==> config.mk <==
export PLATFORM = sky130hd
export DESIGN_NAME = mrw_core
export DESIGN_NICKNAME = d
export VERILOG_FILES = /design/src/rtl/mrw_pkg.sv /design/src/rtl/mrw_core.sv
export SDC_FILE = /design/constraint.sdc
export NUM_CORES = 1
export LEC_CHECK = 0
export ABC_AREA = 1
export BUFFER_PORTS_ARGS = -buffer_cell sky130_fd_sc_hd__clkbuf_2
export CAP_MARGIN = 10
export CORE_MARGIN = 5
export CORE_UTILIZATION = 40
export CTS_CLUSTER_DIAMETER = 30
export DETAILED_ROUTE_END_ITERATION = 6
export MAX_ROUTING_LAYER = met4
export PLACE_DENSITY = 0.54
export SLEW_MARGIN = 20
export SYNTH_ARGS = -nofsm -noshare
export SYNTH_HDL_FRONTEND = slang
export SYNTH_SLANG_ARGS = --single-unit
==> constraint.sdc <==
create_clock -name clk -period 3.6 [get_ports clk]
set_clock_uncertainty 0.05 [all_clocks]
set_input_delay 0.72 -clock clk [delete_from_list [all_inputs] [get_ports clk]]
set_output_delay 0.72 -clock clk [all_outputs]
set_load 0.05 [all_outputs]
==> src/rtl/mrw_pkg.sv <==
package mrw_pkg;
  // clock
  localparam int unsigned CLK_HZ = 50_000_000;
  // power valid to attach, seconds
  localparam int unsigned ATTACH_DELAY_S = 14;
  localparam longint unsigned ATTACH_DELAY_CYC = longint'(ATTACH_DELAY_S) * CLK_HZ;
  // wake line high lead-in before pulling low, seconds
  localparam int unsigned WAKE_LEAD_S = 1;
  localparam longint unsigned WAKE_LEAD_CYC = longint'(WAKE_LEAD_S) * CLK_HZ;
  // reset input glitch filter length, cycles
  localparam int unsigned GLITCH_CYC = 4;
  // counter width
  localparam int unsigned CNT_W = 32;
  typedef enum {
    ST_POR,
    ST_HOLD,
    ST_BOOT,
    ST_REPORT,
    ST_RUN
  } mrw_state_e;
  typedef enum {
    WK_IDLE,
    WK_LEAD,
    WK_LOW
  } mrw_wake_e;
endpackage : mrw_pkg
==> src/rtl/mrw_core.sv <==
`timescale 1ns/1ps
module mrw_core #(
  parameter longint unsigned ATTACH_CYC = mrw_pkg::ATTACH_DELAY_CYC,
  parameter longint unsigned LEAD_CYC = mrw_pkg::WAKE_LEAD_CYC
) (
  // clock and power-on reset
  input wire logic clk,
  input wire logic srst,
  // host reset pin
  input wire logic module_reset_in_n,
  input wire logic reset_pin_driven,
  // wake request from software, and wake line
  input wire logic wake_req,
  input wire logic wake_in,
  output logic wake_out,
  output logic wake_oe,
  // status
  output logic usb_dp_pullup,
  output logic startup_report,
  output logic hw_reset_active
);
  logic rst_s1_reg, rst_s1_next;
  logic rst_s2_reg, rst_s2_next;
  logic [2:0] flt_reg, flt_next;
  logic rst_low_reg, rst_low_next;
  logic [mrw_pkg::CNT_W-1:0] cnt_reg, cnt_next;
  logic [mrw_pkg::CNT_W-1:0] wcnt_reg, wcnt_next;
  mrw_pkg::mrw_state_e st_reg, st_next;
  mrw_pkg::mrw_wake_e wk_reg, wk_next;
  logic dp_reg, dp_next;
  logic rep_reg, rep_next;
  logic woe_reg, woe_next;
  logic pin_level;

  // counter has covered its whole span
  function automatic logic span_done(logic [mrw_pkg::CNT_W-1:0] cnt, longint unsigned span);
    return cnt >= mrw_pkg::CNT_W'(span - 1);
  endfunction : span_done

  // unconnected pin reads high
  assign pin_level = reset_pin_driven ? module_reset_in_n : 1'b1;

  // reset input synchroniser and glitch filter
  always_comb begin
    rst_s1_next = pin_level;
    rst_s2_next = rst_s1_reg;
    flt_next = flt_reg;
    rst_low_next = rst_low_reg;
    if (rst_s2_reg) begin
      flt_next = 3'h0;
      rst_low_next = 1'b0;
    end else if (flt_reg != 3'(mrw_pkg::GLITCH_CYC - 1)) begin
      flt_next = flt_reg + 3'h1;
    end else begin
      rst_low_next = 1'b1;
    end
  end

  always_ff @(posedge clk) begin
    if (srst) begin
      rst_s1_reg <= 1'b1;
      rst_s2_reg <= 1'b1;
      flt_reg <= 3'h0;
      rst_low_reg <= 1'b0;
    end else begin
      rst_s1_reg <= rst_s1_next;
      rst_s2_reg <= rst_s2_next;
      flt_reg <= flt_next;
      rst_low_reg <= rst_low_next;
    end
  end

  // start-up sequencer
  always_comb begin
    st_next = st_reg;
    cnt_next = cnt_reg;
    dp_next = dp_reg;
    rep_next = 1'b0;
    if (rst_low_reg) begin
      st_next = mrw_pkg::ST_HOLD;
      cnt_next = '0;
      dp_next = 1'b0;
    end else begin
      case (st_reg)
        mrw_pkg::ST_POR: st_next = mrw_pkg::ST_BOOT;
        mrw_pkg::ST_HOLD: st_next = mrw_pkg::ST_BOOT;
        mrw_pkg::ST_BOOT: begin
          if (span_done(cnt_reg, ATTACH_CYC)) begin
            st_next = mrw_pkg::ST_REPORT;
            dp_next = 1'b1;
          end else begin
            cnt_next = cnt_reg + 1'b1;
          end
        end
        mrw_pkg::ST_REPORT: begin
          rep_next = 1'b1;
          st_next = mrw_pkg::ST_RUN;
        end
        mrw_pkg::ST_RUN: st_next = mrw_pkg::ST_RUN;
        default: st_next = mrw_pkg::ST_POR;
      endcase
    end
  end

  always_ff @(posedge clk) begin
    if (srst) begin
      st_reg <= mrw_pkg::ST_POR;
      cnt_reg <= '0;
      dp_reg <= 1'b0;
      rep_reg <= 1'b0;
    end else begin
      st_reg <= st_next;
      cnt_reg <= cnt_next;
      dp_reg <= dp_next;
      rep_reg <= rep_next;
    end
  end

  // wake sequencer
  always_comb begin
    wk_next = wk_reg;
    wcnt_next = wcnt_reg;
    woe_next = 1'b1;
    if (st_reg != mrw_pkg::ST_RUN) begin
      wk_next = mrw_pkg::WK_IDLE;
      wcnt_next = '0;
    end else begin
      case (wk_reg)
        mrw_pkg::WK_IDLE: begin
          wcnt_next = '0;
          if (wake_req) wk_next = mrw_pkg::WK_LEAD;
        end
        mrw_pkg::WK_LEAD: begin
          if (span_done(wcnt_reg, LEAD_CYC)) begin
            wk_next = mrw_pkg::WK_LOW;
            woe_next = 1'b0;
          end else begin
            wcnt_next = wcnt_reg + 1'b1;
          end
        end
        mrw_pkg::WK_LOW: begin
          woe_next = 1'b0;
          if (!wake_req) wk_next = mrw_pkg::WK_IDLE;
        end
        default: wk_next = mrw_pkg::WK_IDLE;
      endcase
    end
  end

  always_ff @(posedge clk) begin
    if (srst) begin
      wk_reg <= mrw_pkg::WK_IDLE;
      wcnt_reg <= '0;
      woe_reg <= 1'b1;
    end else begin
      wk_reg <= wk_next;
      wcnt_reg <= wcnt_next;
      woe_reg <= woe_next;
    end
  end

  assign wake_out = 1'b0;
  assign wake_oe = woe_reg;
  assign usb_dp_pullup = dp_reg;
  assign startup_report = rep_reg;
  assign hw_reset_active = rst_low_reg;

  a_glitch_ignored: assert property (@(posedge clk) disable iff (srst)
    $rose(rst_low_reg) |-> $past(!rst_s2_reg, 3))
    else $error("reset taken on a short glitch");
  a_dp_hold: assert property (@(posedge clk) disable iff (srst)
    rst_low_reg |=> !usb_dp_pullup)
    else $error("d+ raised while reset held");
  a_dp_after_boot: assert property (@(posedge clk) disable iff (srst)
    $rose(usb_dp_pullup) |-> $past(st_reg) == mrw_pkg::ST_BOOT)
    else $error("d+ raised outside boot");
  a_report_after_dp: assert property (@(posedge clk) disable iff (srst)
    $rose(usb_dp_pullup) |=> startup_report)
    else $error("no start-up report after attach");
  a_wake_never_high: assert property (@(posedge clk) disable iff (srst)
    !wake_oe |-> !wake_out && $past(st_reg) == mrw_pkg::ST_RUN)
    else $error("wake driven high or outside run");
  a_wake_lead_high: assert property (@(posedge clk) disable iff (srst)
    $fell(wake_oe) |-> $past(wk_reg) == mrw_pkg::WK_LEAD)
    else $error("wake pulled low without lead-in");
  a_reset_drops_dp: assert property (@(posedge clk) disable iff (srst)
    $rose(rst_low_reg) |=> !usb_dp_pullup && st_reg == mrw_pkg::ST_HOLD)
    else $error("reset did not restart start-up");
  a_unconnected_safe: assert property (@(posedge clk) disable iff (srst)
    !reset_pin_driven [*5] |-> !hw_reset_active)
    else $error("unconnected reset pin caused reset");
  a_report_single: assert property (@(posedge clk) disable iff (srst)
    startup_report |=> !startup_report)
    else $error("start-up report longer than one cycle");
  a_dp_full_count: assert property (@(posedge clk) disable iff (srst)
    $rose(usb_dp_pullup) |-> $past(cnt_reg) == mrw_pkg::CNT_W'(ATTACH_CYC - 1))
    else $error("d+ raised before attach delay elapsed");
  a_lead_full_count: assert property (@(posedge clk) disable iff (srst)
    $fell(wake_oe) |-> $past(wcnt_reg) == mrw_pkg::CNT_W'(LEAD_CYC - 1))
    else $error("wake lead-in cut short");
  a_hold_dp_low: assert property (@(posedge clk) disable iff (srst)
    st_reg == mrw_pkg::ST_HOLD |-> !usb_dp_pullup)
    else $error("d+ high while start-up held");
  a_hold_in_reset: assert property (@(posedge clk) disable iff (srst)
    hw_reset_active |=> st_reg == mrw_pkg::ST_HOLD)
    else $error("start-up ran during reset");
  a_reset_follows_pin: assert property (@(posedge clk) disable iff (srst)
    hw_reset_active |-> !$past(rst_s2_reg))
    else $error("reset held after pin went high");
  a_release_on_pin: assert property (@(posedge clk) disable iff (srst)
    $fell(hw_reset_active) |-> $past(rst_s2_reg))
    else $error("reset released while pin low");
endmodule : mrw_core

==> metrics.csv, run 1 <==
stage,metric,value,unit
global_routing,largest net degree at the start of global routing,37,
worst_setup_path,CP Capture Type,flip-flop,
cts,Root Driver,clkbuf_16,
logic_synthesis,Syn. warnings,0,
floorplan,Die H,119,µm
drt,Final ANT Viol Nets,0,
global_routing,first-pass GRT wire length,21600,µm
final_layout,"Net count, final",808,
cts,CTS tree,yes,
logic_synthesis,post-synth top area share,0.326,
logic_synthesis,most numerous cell in the Yosys netlist,nand2_1,
worst_hold_path,hold depth,1,
sta,fin. max-slew vios,0,
run,max-cap violation count,0,
worst_setup_path,CP peak stage delay,0.42,ns
sta,setup TNS,0,ns
sta,Rel. slew slack,0.466,
cts,CTS resizes,0,
cts,hold_buf cts,0,
worst_hold_path,min-delay src,rst_s1_reg,
worst_setup_path,WS Path Type,flip-flop to flip-flop,
sta,post-layout min period,2.45,ns
sta,crit share post-route,0.681,
floorplan,die area,14300,µm²
logic_synthesis,dominant synthesized flop cell,dfxtp_1,
worst_setup_path,Critical Path AT,2.67,ns
power_and_ir_drop,Clk network pwr share,0.499,
cts,clk sink count,78,
worst_setup_path,CP max stage cell,dfxtp_1,
drt,Routed WL,12600,µm
logic_synthesis,Synth top cells by count,"nand2_1 (258), nor2_1 (140), dfxtp_1 (78)",
final_layout,area of the multi-input gates,2820,µm²
final_layout,FILL cells,1288,
final_layout,Layout Area Growth over Synthesis,9.37,%
sta,Fin. Hold Viols,0,
global_routing,initial antenna violation count,0,
final_layout,register area,1560,µm²
worst_setup_path,reg2reg path depth,12,
logic_synthesis,cell area after synthesis,4800,µm²
sta,worst slew pin tran,0.800,ns
drt,first drt pass iteration count,5,
logic_synthesis,#FFs+latches synth,78,
logic_synthesis,Post-synth EDFFs,0,
drt,Residual DRC,0,
worst_hold_path,Tightest Hold Check Type,flip-flop to flip-flop,
logic_synthesis,syn nets,807,
floorplan,Initial Util,0.404,
cts,Max Buffers Root-to-Sink,2,
power_and_ir_drop,leakage,0.00173,µW
worst_setup_path,crit path max fanout,19,
final_layout,"Core Util, Final",0.442,
sta,Achievable Freq,0.408,GHz
logic_synthesis,Mapped Cells,797,
worst_setup_path,R2R Path Start,cnt_reg[0],
drt,WL/cell,13.3,µm
power_and_ir_drop,maximum VDD drop,213,µV
power_and_ir_drop,sw frac,0.221,
power_and_ir_drop,Comb pwr share,0.021,
drt,vias,4874,
placed_design,cell count after placement,934,
worst_setup_path,WP data required,3.81,ns
logic_synthesis,Unique masters post-synth,36,
global_routing,number of global-route vias before repair,4457,
global_routing,remaining global-route overflow,0,
floorplan,core area,11900,µm²
worst_setup_path,reg2reg end,cnt_reg[28],
power_and_ir_drop,PD cells,345,nW/µm²
placed_design,PortBufs,8,
status,status,"finished, final reports clean",
power_and_ir_drop,sequential power share,0.480,
drt,DRT iter0 DRCs,428,
power_and_ir_drop,P_int,1410,µW
worst_setup_path,cell mode on critical path,nand2_1,
logic_synthesis,Async SR Flop Fraction,0,
final_layout,"Cell Count, Final, Fillers Out",950,
logic_synthesis,syn_area_per_cell,6.02,µm²
logic_synthesis,sequential fraction of the synthesis area,0.326,
cts,Post-CTS Setup Bufs,0,
sta,Setup-failing EPs final,0,
cts,Clock Latency Late Sink,0.34,ns
worst_hold_path,Worst Hold Path EP,rst_s2_reg,
global_routing,GRT Overall Usage,0.188,
worst_setup_path,R2R setup slack,1.15,ns
final_layout,ant diodes,0,
floorplan,Chip Width,119,µm
power_and_ir_drop,Switch Pwr,399,µW
placed_design,routability cong.,0.928,
sta,RSZ-0062 raised after global routing,no,
logic_synthesis,post-synth top area cell,dfxtp_1,
floorplan,Site Rows,40,
logic_synthesis,most area-consuming cells after synthesis,"dfxtp_1 (33%), nand2_1 (20%), nor2_1 (11%)",
cts,clk slew on worst S/H paths,0.06,ns
final_layout,share of layout cells above drive strength 1,0.0710,
placed_design,DP HPWL,9010,µm
drt,Via density,5.13,
cts,CTS buffer count,9,
worst_setup_path,"Critical Path, Cell by Cell",ha_1 -> nand3_2 -> inv_2 -> nand2_2 -> inv_1 -> nand2_1 -> nand2_1 -> nand2_2 -> nand3_2 -> buf_4 -> nand2_1 -> a21oi_1,
worst_setup_path,crit start category,flip-flop,
cts,depth of the CTS H-tree,3,
floorplan,I/O pin count,11,
[worst max-delay path by stage]
stage / endpoint / start / slack, ns / cells after the start
finish: cnt_reg[28] / cnt_reg[0] / 1.15 / 12
global route: cnt_reg[28] / cnt_reg[0] / 0.90 / 12
CTS: cnt_reg[16] / cnt_reg[0] / 1.16 / 12
detailed placement: wcnt_reg[23] / srst / 0.96 / 7
global placement: wcnt_reg[23] / srst / 0.98 / 7
floorplan: wcnt_reg[10] / wcnt_reg[0] / 1.84 / 11
[power by group through the flow]
stage,logic (µW),clock network (µW),registers [µW]
floorplan,25.3,0,888
global route,40.6,963,869
global placement,36.3,0,888
detailed placement,37.2,0,889
finish,37.6,903,870
CTS,37.3,932,869
[cells by family after synthesis]
kind of cell	count (synthesis)	synth area share
other	1	0.000782
buffers and inverters	105	0.0892
flip-flops	78	0.326
AND/OR/NAND/NOR	521	0.468
XOR/XNOR	16	0.0292
adder cells (fa/ha/maj)	4	0.0104
AO/OA/AOI/OAI	72	0.0767
[cells in the final DEF, fill, tap and decap left out, types with 2 or more instances in the layout]
cell        Yosys  final
nor3_1          5      5
xnor2_1         7      7
nor2_1        140    140
clkinvlp_4      0      3
o21ai_0        12     12
xor2_1          9      9
buf_4           1      7
nand3_2         3      3
inv_2           3      3
o21bai_1        2      2
nand4_1        35     35
inv_1          76     76
ha_1            4      4
nor3b_2         2      3
nand2_4         2      2
clkinv_2        0      2
nand3_1        57     57
or2_2           3      3
nand2_2         5      5
clkbuf_2        0      8
nor2_2          3      3
dfxtp_1        78     78
nand2_1       258    258
a21oi_1        56     55
clkbuf_16       0      9
[worst max-delay path, delay by kind of cell (launching register included)]
kind                     cells  cell delay [ns]
AND/OR/NAND/NOR              7             0.91
buffers and inverters        3             0.47
flip-flops                   1             0.42
adder cells (fa/ha/maj)      1             0.36
AO/OA/AOI/OAI                1             0.14
[through the flow]
stage               total power, µW  area (µm²)  hold slack, ns  setup slack, ns
floorplan                       913        4800           0.339             1.84
global placement                925        4950           0.343            0.979
detailed placement              926        4950           0.353            0.961
CTS                            1840        5250           0.368             1.16
global route                   1870        5250           0.387            0.899
finish                         1810        5250           0.366             1.15
[metal layers]
metal	vias up	GRT usage	share of wire
li1	2545	-	-
met5	-	-	0
met2	99	0.281	0.43
met1	2218	0.265	0.52
met4	0	0.0594	0.013
met3	12	0.0259	0.045
[area by class of cell]
class,count,area share
multi-input combinational,614,0.537
sequential,78,0.298
inverter,80,0.0573
clock buffer,10,0.0437
tap,147,0.0351
timing repair buffer,15,0.0177
clock inverter,6,0.0119
Note: power is estimated with default switching activity, not from simulation.
==> run 2, diff against run 1 <==
==> constraint.sdc (replaced) <==
create_clock -name clk -period 2.5 [get_ports clk]
set_clock_uncertainty 0.05 [all_clocks]
set_input_delay 0.5 -clock clk [delete_from_list [all_inputs] [get_ports clk]]
set_output_delay 0.5 -clock clk [all_outputs]
set_load 0.05 [all_outputs]
==> run 2 against run 1 <==
  * Via count grew 1.3%
  * Core utilization up 0.89 points
  * Register-to-register slack got worse by 0.75 ns
  * Count of clock-buffer cells in the layout is 2 higher
  * Largest power group unchanged
==> metrics.csv, run 2 (synthesis results as in run 1) <==
stage,metric,value,unit
final_layout,register area,1560,µm²
power_and_ir_drop,maximum VDD drop,345,µV
final_layout,share of layout cells above drive strength 1,0.0800,
power_and_ir_drop,sw frac,0.203,
worst_setup_path,R2R setup slack,0.40,ns
drt,Final ANT Viol Nets,0,
cts,Post-CTS Setup Bufs,0,
cts,Max Buffers Root-to-Sink,2,
worst_setup_path,Critical Path AT,2.31,ns
worst_hold_path,min-delay src,module_reset_in_n,
worst_hold_path,Tightest Hold Check Type,input port to flip-flop,
worst_setup_path,"CP delay by family, top",simple AND/OR/NAND/NOR gates,
worst_setup_path,CP Capture Type,flip-flop,
worst_setup_path,total stage count of the critical path,12,
sta,post-layout min period,2.10,ns
power_and_ir_drop,Clk network pwr share,0.517,
global_routing,largest net degree at the start of global routing,32,
power_and_ir_drop,sequential power share,0.461,
sta,Rel. slew slack,0.644,
cts,Root Driver,clkbuf_16,
drt,Via density,5.15,
cts,CTS buffer count,9,
global_routing,number of global-route vias before repair,4389,
floorplan,die area,14300,µm²
drt,DRT iter0 DRCs,453,
final_layout,Layout Area Growth over Synthesis,11.6,%
worst_setup_path,"Critical Path, Cell by Cell",ha_1 -> nand3_2 -> inv_2 -> nand2_2 -> inv_1 -> nand2_1 -> nand2_1 -> nand2_2 -> nand3_2 -> buf_12 -> nand2_1 -> a21oi_1,
sta,fin. max-slew vios,0,
worst_setup_path,crit start category,flip-flop,
cts,CTS tree,yes,
global_routing,remaining global-route overflow,0,
final_layout,"Core Util, Final",0.451,
floorplan,Die H,119,µm
floorplan,Initial Util,0.404,
sta,Fin. Hold Viols,0,
placed_design,cell count after placement,943,
worst_setup_path,CP Buf/Inv Count,3,
sta,setup TNS,0,ns
power_and_ir_drop,P_int,2160,µW
cts,Clock Latency Late Sink,0.34,ns
drt,WL/cell,13.4,µm
worst_setup_path,CP max stage cell,dfxtp_1,
power_and_ir_drop,Total Power,2710,µW
floorplan,Site Rows,40,
cts,clk slew on worst S/H paths,0.06,ns
placed_design,routability cong.,0.927,
final_layout,"most common cell after layout, fill and taps aside",nand2_1,
final_layout,ant diodes,0,
worst_setup_path,reg2reg path depth,12,
final_layout,area of the multi-input gates,2820,µm²
cts,depth of the CTS H-tree,3,
worst_setup_path,WP data required,2.71,ns
worst_hold_path,Worst Hold Path EP,rst_s1_reg,
worst_setup_path,reg2reg end,cnt_reg[18],
drt,Routed WL,12900,µm
sta,Achievable Freq,0.476,GHz
worst_setup_path,CP peak stage delay,0.37,ns
placed_design,DP HPWL,9210,µm
sta,crit share post-route,0.841,
sta,worst slew pin tran,0.530,ns
power_and_ir_drop,PD cells,507,nW/µm²
power_and_ir_drop,Comb pwr share,0.022,
worst_setup_path,R2R Path Start,cnt_reg[1],
cts,hold_buf cts,0,
sta,final hold slack,0.300,ns
cts,CTS resizes,0,
floorplan,I/O pin count,11,
sta,RSZ-0062 raised after global routing,no,
final_layout,"Cell Count, Final, Fillers Out",959,
global_routing,first-pass GRT wire length,21100,µm
final_layout,most frequent cells in the layout,"nand2_1 (258), nor2_1 (140), dfxtp_1 (78)",
sta,Setup-failing EPs final,0,
worst_setup_path,WS Path Type,flip-flop to flip-flop,
global_routing,GRT Overall Usage,0.186,
floorplan,Chip Width,119,µm
placed_design,PortBufs,8,
final_layout,"Net count, final",817,
drt,Residual DRC,0,
worst_setup_path,crit path max fanout,20,
run,max-cap violation count,0,
floorplan,core area,11900,µm²
status,status,"finished, final reports clean",
global_routing,initial antenna violation count,0,
drt,first drt pass iteration count,5,
drt,vias,4939,
worst_hold_path,hold depth,2,
cts,clk sink count,78,
power_and_ir_drop,Switch Pwr,550,µW
final_layout,FILL cells,1260,
power_and_ir_drop,leakage,0.00180,µW
worst_setup_path,cell mode on critical path,nand2_1,
==> run 2: changes by cell type in the layout (fill, tap and decap cells not counted), sizes merged <==
cell and delta:
bufinv +1, clkinvlp -3, buf +9, clkbuf +2
==> run 2: metal layers <==
layer | wire length (µm) | global-route usage | part of all wire
met5 | 0 | - | 0
met1 | 6510 | 0.265 | 0.51
met4 | 269 | 0.0759 | 0.021
met3 | 758 | 0.0353 | 0.059
met2 | 5330 | 0.258 | 0.41
==> run 2: power by group through the flow <==
stage	clock, µW	sequential [µW]	combinational [µW]
6_report	1400	1250	59.1
3_5_place_dp	0	1280	59.7
3_3_place_gp	0	1280	58.6
4_1_cts	1440	1250	59.8
2_1_floorplan	0	1280	36.4
5_1_grt	1490	1250	65.1
==> run 2: cell type report <==
cell class | count | area share
multi-input cells | 614 | 0.526
flip-flops and latches | 78 | 0.292
inverters | 80 | 0.0561
clock buffers | 12 | 0.0461
well taps | 147 | 0.0344
repair buffers | 24 | 0.0323
clock inverters | 4 | 0.0131
==> run 2: how the worst max path moves through the flow <==
| stage | start | end |
|---|---|---|
| after floorplan | wcnt_reg[0] | wcnt_reg[10] |
| after global placement | cnt_reg[1] | cnt_reg[17] |
| after detailed placement | cnt_reg[1] | cnt_reg[18] |
| after CTS | cnt_reg[1] | cnt_reg[18] |
| after global routing | cnt_reg[1] | cnt_reg[22] |
| final | cnt_reg[1] | cnt_reg[18] |
==> run 2: metrics by stage <==
step / area, µm² / worst slack, ns
2_1_floorplan: 4800 / 0.741
3_3_place_gp: 5030 / 0.448
3_5_place_dp: 5030 / 0.410
4_1_cts: 5350 / 0.393
5_1_grt: 5350 / 0.160
6_report: 5350 / 0.398
==> run 3, diff against run 2 <==
--- a/config.mk
+++ b/config.mk
@@ -5,7 +5,7 @@
 export SDC_FILE = /design/constraint.sdc
 export NUM_CORES = 1
 export LEC_CHECK = 0
-export ABC_AREA = 1
+export ABC_AREA = 0
 export BUFFER_PORTS_ARGS = -buffer_cell sky130_fd_sc_hd__clkbuf_2
 export CAP_MARGIN = 10
 export CORE_MARGIN = 5
==> constraint.sdc (replaced) <==
create_clock -name clk -period 2.15 [get_ports clk]
set_clock_uncertainty 0.05 [all_clocks]
set_input_delay 0.43 -clock clk [delete_from_list [all_inputs] [get_ports clk]]
set_output_delay 0.43 -clock clk [all_outputs]
set_load 0.05 [all_outputs]
==> run 3 against run 2 <==
  * The flow now finishes with violations (setup timing)
  * Flip-flop and latch count unchanged
  * Total power decreased by 4.9%
  * Synthesized area decreased by 24%
  * Sequential share of layout area increased by 4.7 points
  * Sequential power increased by 16%
  * Core utilization increased by 7.5 points
  * Clock power decreased by 24%
  * Highest routed layer unchanged
  * Maximum frequency decreased by 5.5%
  * Hold slack got worse by 0.095 ns
  * Register-to-register slack got worse by 0.47 ns
  * Largest cell class unchanged
  * Via count decreased by 35%
==> metrics.csv, run 3 <==
stage,metric,value,unit
status,status,"finished, violations left",
status,failing checks,setup timing,
floorplan,I/O pin count,11,
final_layout,"most common cell after layout, fill and taps aside",dfxtp_1,
sta,Rel. slew slack,0.581,
drt,vias,3214,
global_routing,initial antenna violation count,0,
logic_synthesis,Syn. warnings,0,
drt,first drt pass iteration count,4,
cts,Clock Latency Late Sink,0.36,ns
logic_synthesis,cell area after synthesis,3650,µm²
cts,Root Driver,clkbuf_8,
power_and_ir_drop,Clk network pwr share,0.411,
power_and_ir_drop,Switch Pwr,661,µW
floorplan,die area,11100,µm²
final_layout,Finished Cell Area,4640,µm²
final_layout,register area,1570,µm²
floorplan,Site Rows,34,
sta,crit share post-route,1.03,
logic_synthesis,Post-synth EDFFs,0,
final_layout,area of the multi-input gates,2190,µm²
final_layout,"Core Util, Final",0.526,
logic_synthesis,#FFs+latches synth,78,
drt,Via density,5.37,
final_layout,"Net count, final",496,
logic_synthesis,Unique masters post-synth,57,
worst_setup_path,Critical Path AT,2.46,ns
floorplan,Chip Width,106,µm
logic_synthesis,syn nets,432,
global_routing,number of global-route vias before repair,3053,
logic_synthesis,Async SR Flop Fraction,0,
worst_setup_path,WS Path Type,flip-flop to flip-flop,
logic_synthesis,Mapped Cells,422,
power_and_ir_drop,leakage,0.00170,µW
global_routing,first-pass GRT wire length,14300,µm
worst_setup_path,crit path max fanout,7,
sta,fin. max-slew vios,0,
global_routing,GRT Overall Usage,0.161,
sta,setup TNS,-0.530,ns
final_layout,ant diodes,0,
drt,Final ANT Viol Nets,0,
power_and_ir_drop,sw frac,0.256,
sta,worst slew pin tran,0.628,ns
drt,DRT iter0 DRCs,133,
worst_setup_path,CP max stage cell,or4_1,
cts,clk sink count,78,
logic_synthesis,sequential fraction of the synthesis area,0.427,
logic_synthesis,most numerous cell in the Yosys netlist,dfxtp_1,
cts,CTS tree,yes,
final_layout,FILL cells,842,
logic_synthesis,post-synth top area share,0.427,
worst_setup_path,WP data required,2.39,ns
placed_design,routability cong.,0.774,
floorplan,core area,8810,µm²
sta,Setup-failing EPs final,14,
logic_synthesis,most area-consuming cells after synthesis,"dfxtp_1 (43%), xor2_1 (6.2%), nor2_1 (5.4%)",
cts,clk slew on worst S/H paths,0.09,ns
final_layout,most frequent cells in the layout,"dfxtp_1 (72), buf_4 (57), nor2_1 (51)",
power_and_ir_drop,Comb pwr share,0.026,
power_and_ir_drop,P_int,1920,µW
power_and_ir_drop,maximum VDD drop,313,µV
worst_setup_path,CP Capture Type,flip-flop,
cts,depth of the CTS H-tree,3,
cts,Max Buffers Root-to-Sink,2,
sta,post-layout min period,2.22,ns
final_layout,Layout Area Growth over Synthesis,26.9,%
logic_synthesis,post-synth top area cell,dfxtp_1,
sta,Achievable Freq,0.450,GHz
sta,final setup margin,-0.0734,ns
power_and_ir_drop,Total Power,2580,µW
sta,RSZ-0062 raised after global routing,yes,
drt,WL/cell,13.7,µm
worst_setup_path,crit start category,flip-flop,
worst_setup_path,CP peak stage delay,0.47,ns
final_layout,share of layout cells above drive strength 1,0.267,
worst_setup_path,"Critical Path, Cell by Cell",a2111o_1 -> a311oi_2 -> o311a_4 -> o21ai_4 -> buf_6 -> or4_1 -> a21oi_1,
cts,CTS buffer count,9,
logic_synthesis,syn_area_per_cell,8.66,µm²
logic_synthesis,Synth top cells by count,"dfxtp_1 (78), nor2_1 (53), a21oi_1 (28)",
power_and_ir_drop,PD cells,557,nW/µm²
drt,Residual DRC,0,
cts,hold_buf cts,0,
worst_hold_path,Tightest Hold Check Type,input port to flip-flop,
run,max-cap violation count,0,
placed_design,DP HPWL,5700,µm
placed_design,Placed Area,4180,µm²
placed_design,PortBufs,8,
global_routing,largest net degree at the start of global routing,33,
floorplan,Initial Util,0.415,
drt,Routed WL,8230,µm
floorplan,Die H,106,µm
power_and_ir_drop,sequential power share,0.563,
sta,Fin. Hold Viols,0,
global_routing,remaining global-route overflow,0,
logic_synthesis,dominant synthesized flop cell,dfxtp_1,
run 3: changes by cell type after synthesis, moves of 16 or more:
cell / previous run / this run
nand2_1: 258 / 22
nor2_1: 140 / 53
inv_1: 76 / 7
nand3_1: 57 / 25
a21oi_1: 56 / 28
nand4_1: 35 / 14
xor2_1: 9 / 26
or3_1: 0 / 16
run 3: area by class of cell:
type / instances / area share
clock inverter: 7 / 0.0132
sequential: 78 / 0.339
tap: 108 / 0.0291
timing repair buffer: 70 / 0.114
inverter: 7 / 0.00567
multi-input combinational: 320 / 0.472
clock buffer: 9 / 0.0267
run 3: per-layer routing:
layer	global-route usage	vias to the layer above	share of wire
li1	-	1657	-
met1	0.218	1514	0.52
met2	0.238	33	0.44
met3	0.0330	10	0.023
met4	0.0574	0	0.013
met5	-	-	0
run 3: stage by stage:
step	std cells	setup slack [ns]	hold slack [ns]
detailed placement	578	-0.157	0.355
floorplan	422	-0.0269	0.339
global placement	578	-0.151	0.347
CTS	597	-0.0873	0.185
finish	599	-0.0734	0.205
global route	599	-0.160	0.177
run 3: kinds of logic (layout without fill, tap and decap cells):
family	Yosys count	in the layout	share of synthesized area
AND/OR/NAND/NOR	197	197	0.285
AO/OA/AOI/OAI	85	85	0.162
flip-flops	78	78	0.427
XOR/XNOR	31	31	0.0743
buffers and inverters	24	93	0.0312
adder cells (fa/ha/maj)	4	4	0.0137
multiplexers	2	2	0.00548
other	1	1	0.00103
run 3: repair_timing:
action / 4_1_cts / 5_1_grt
endpoints found under the setup margin: 32 / 52
hold endpoints to repair: 0 / 0
resized for setup: 11 / 40
setup buffers: 3 / 3
pin swaps: 9 / 25
run 3: worst paths after layout:
| check | start | end | slack (ns) | depth (start not counted) |
|---|---|---|---|---|
| setup reg to reg | cnt_reg[12] | cnt_reg[5] | -0.07 | 7 |
| hold reg to reg | rst_s1_reg | rst_s2_reg | 0.38 | 1 |
| hold / removal | module_reset_in_n | rst_s1_reg | 0.20 | 2 |
| setup / recovery | cnt_reg[12] | cnt_reg[5] | -0.07 | 7 |
run 3: critical path, delay by kind of cell, from the launching register on:
| kind | cells | cell delay, ns |
|---|---|---|
| compound gates | 5 | 1.15 |
| buf+inv | 1 | 0.15 |
| simple gates | 1 | 0.47 |
| flops | 1 | 0.33 |
run 3: power by group through the flow:
stage	clock, µW	combinational (µW)	sequential [µW]
after floorplan	0	40.5	1490
after global placement	0	60.8	1490
after detailed placement	0	61.7	1490
after CTS	1110	66.8	1450
after global routing	1170	76.4	1450
final	1060	68.2	1450
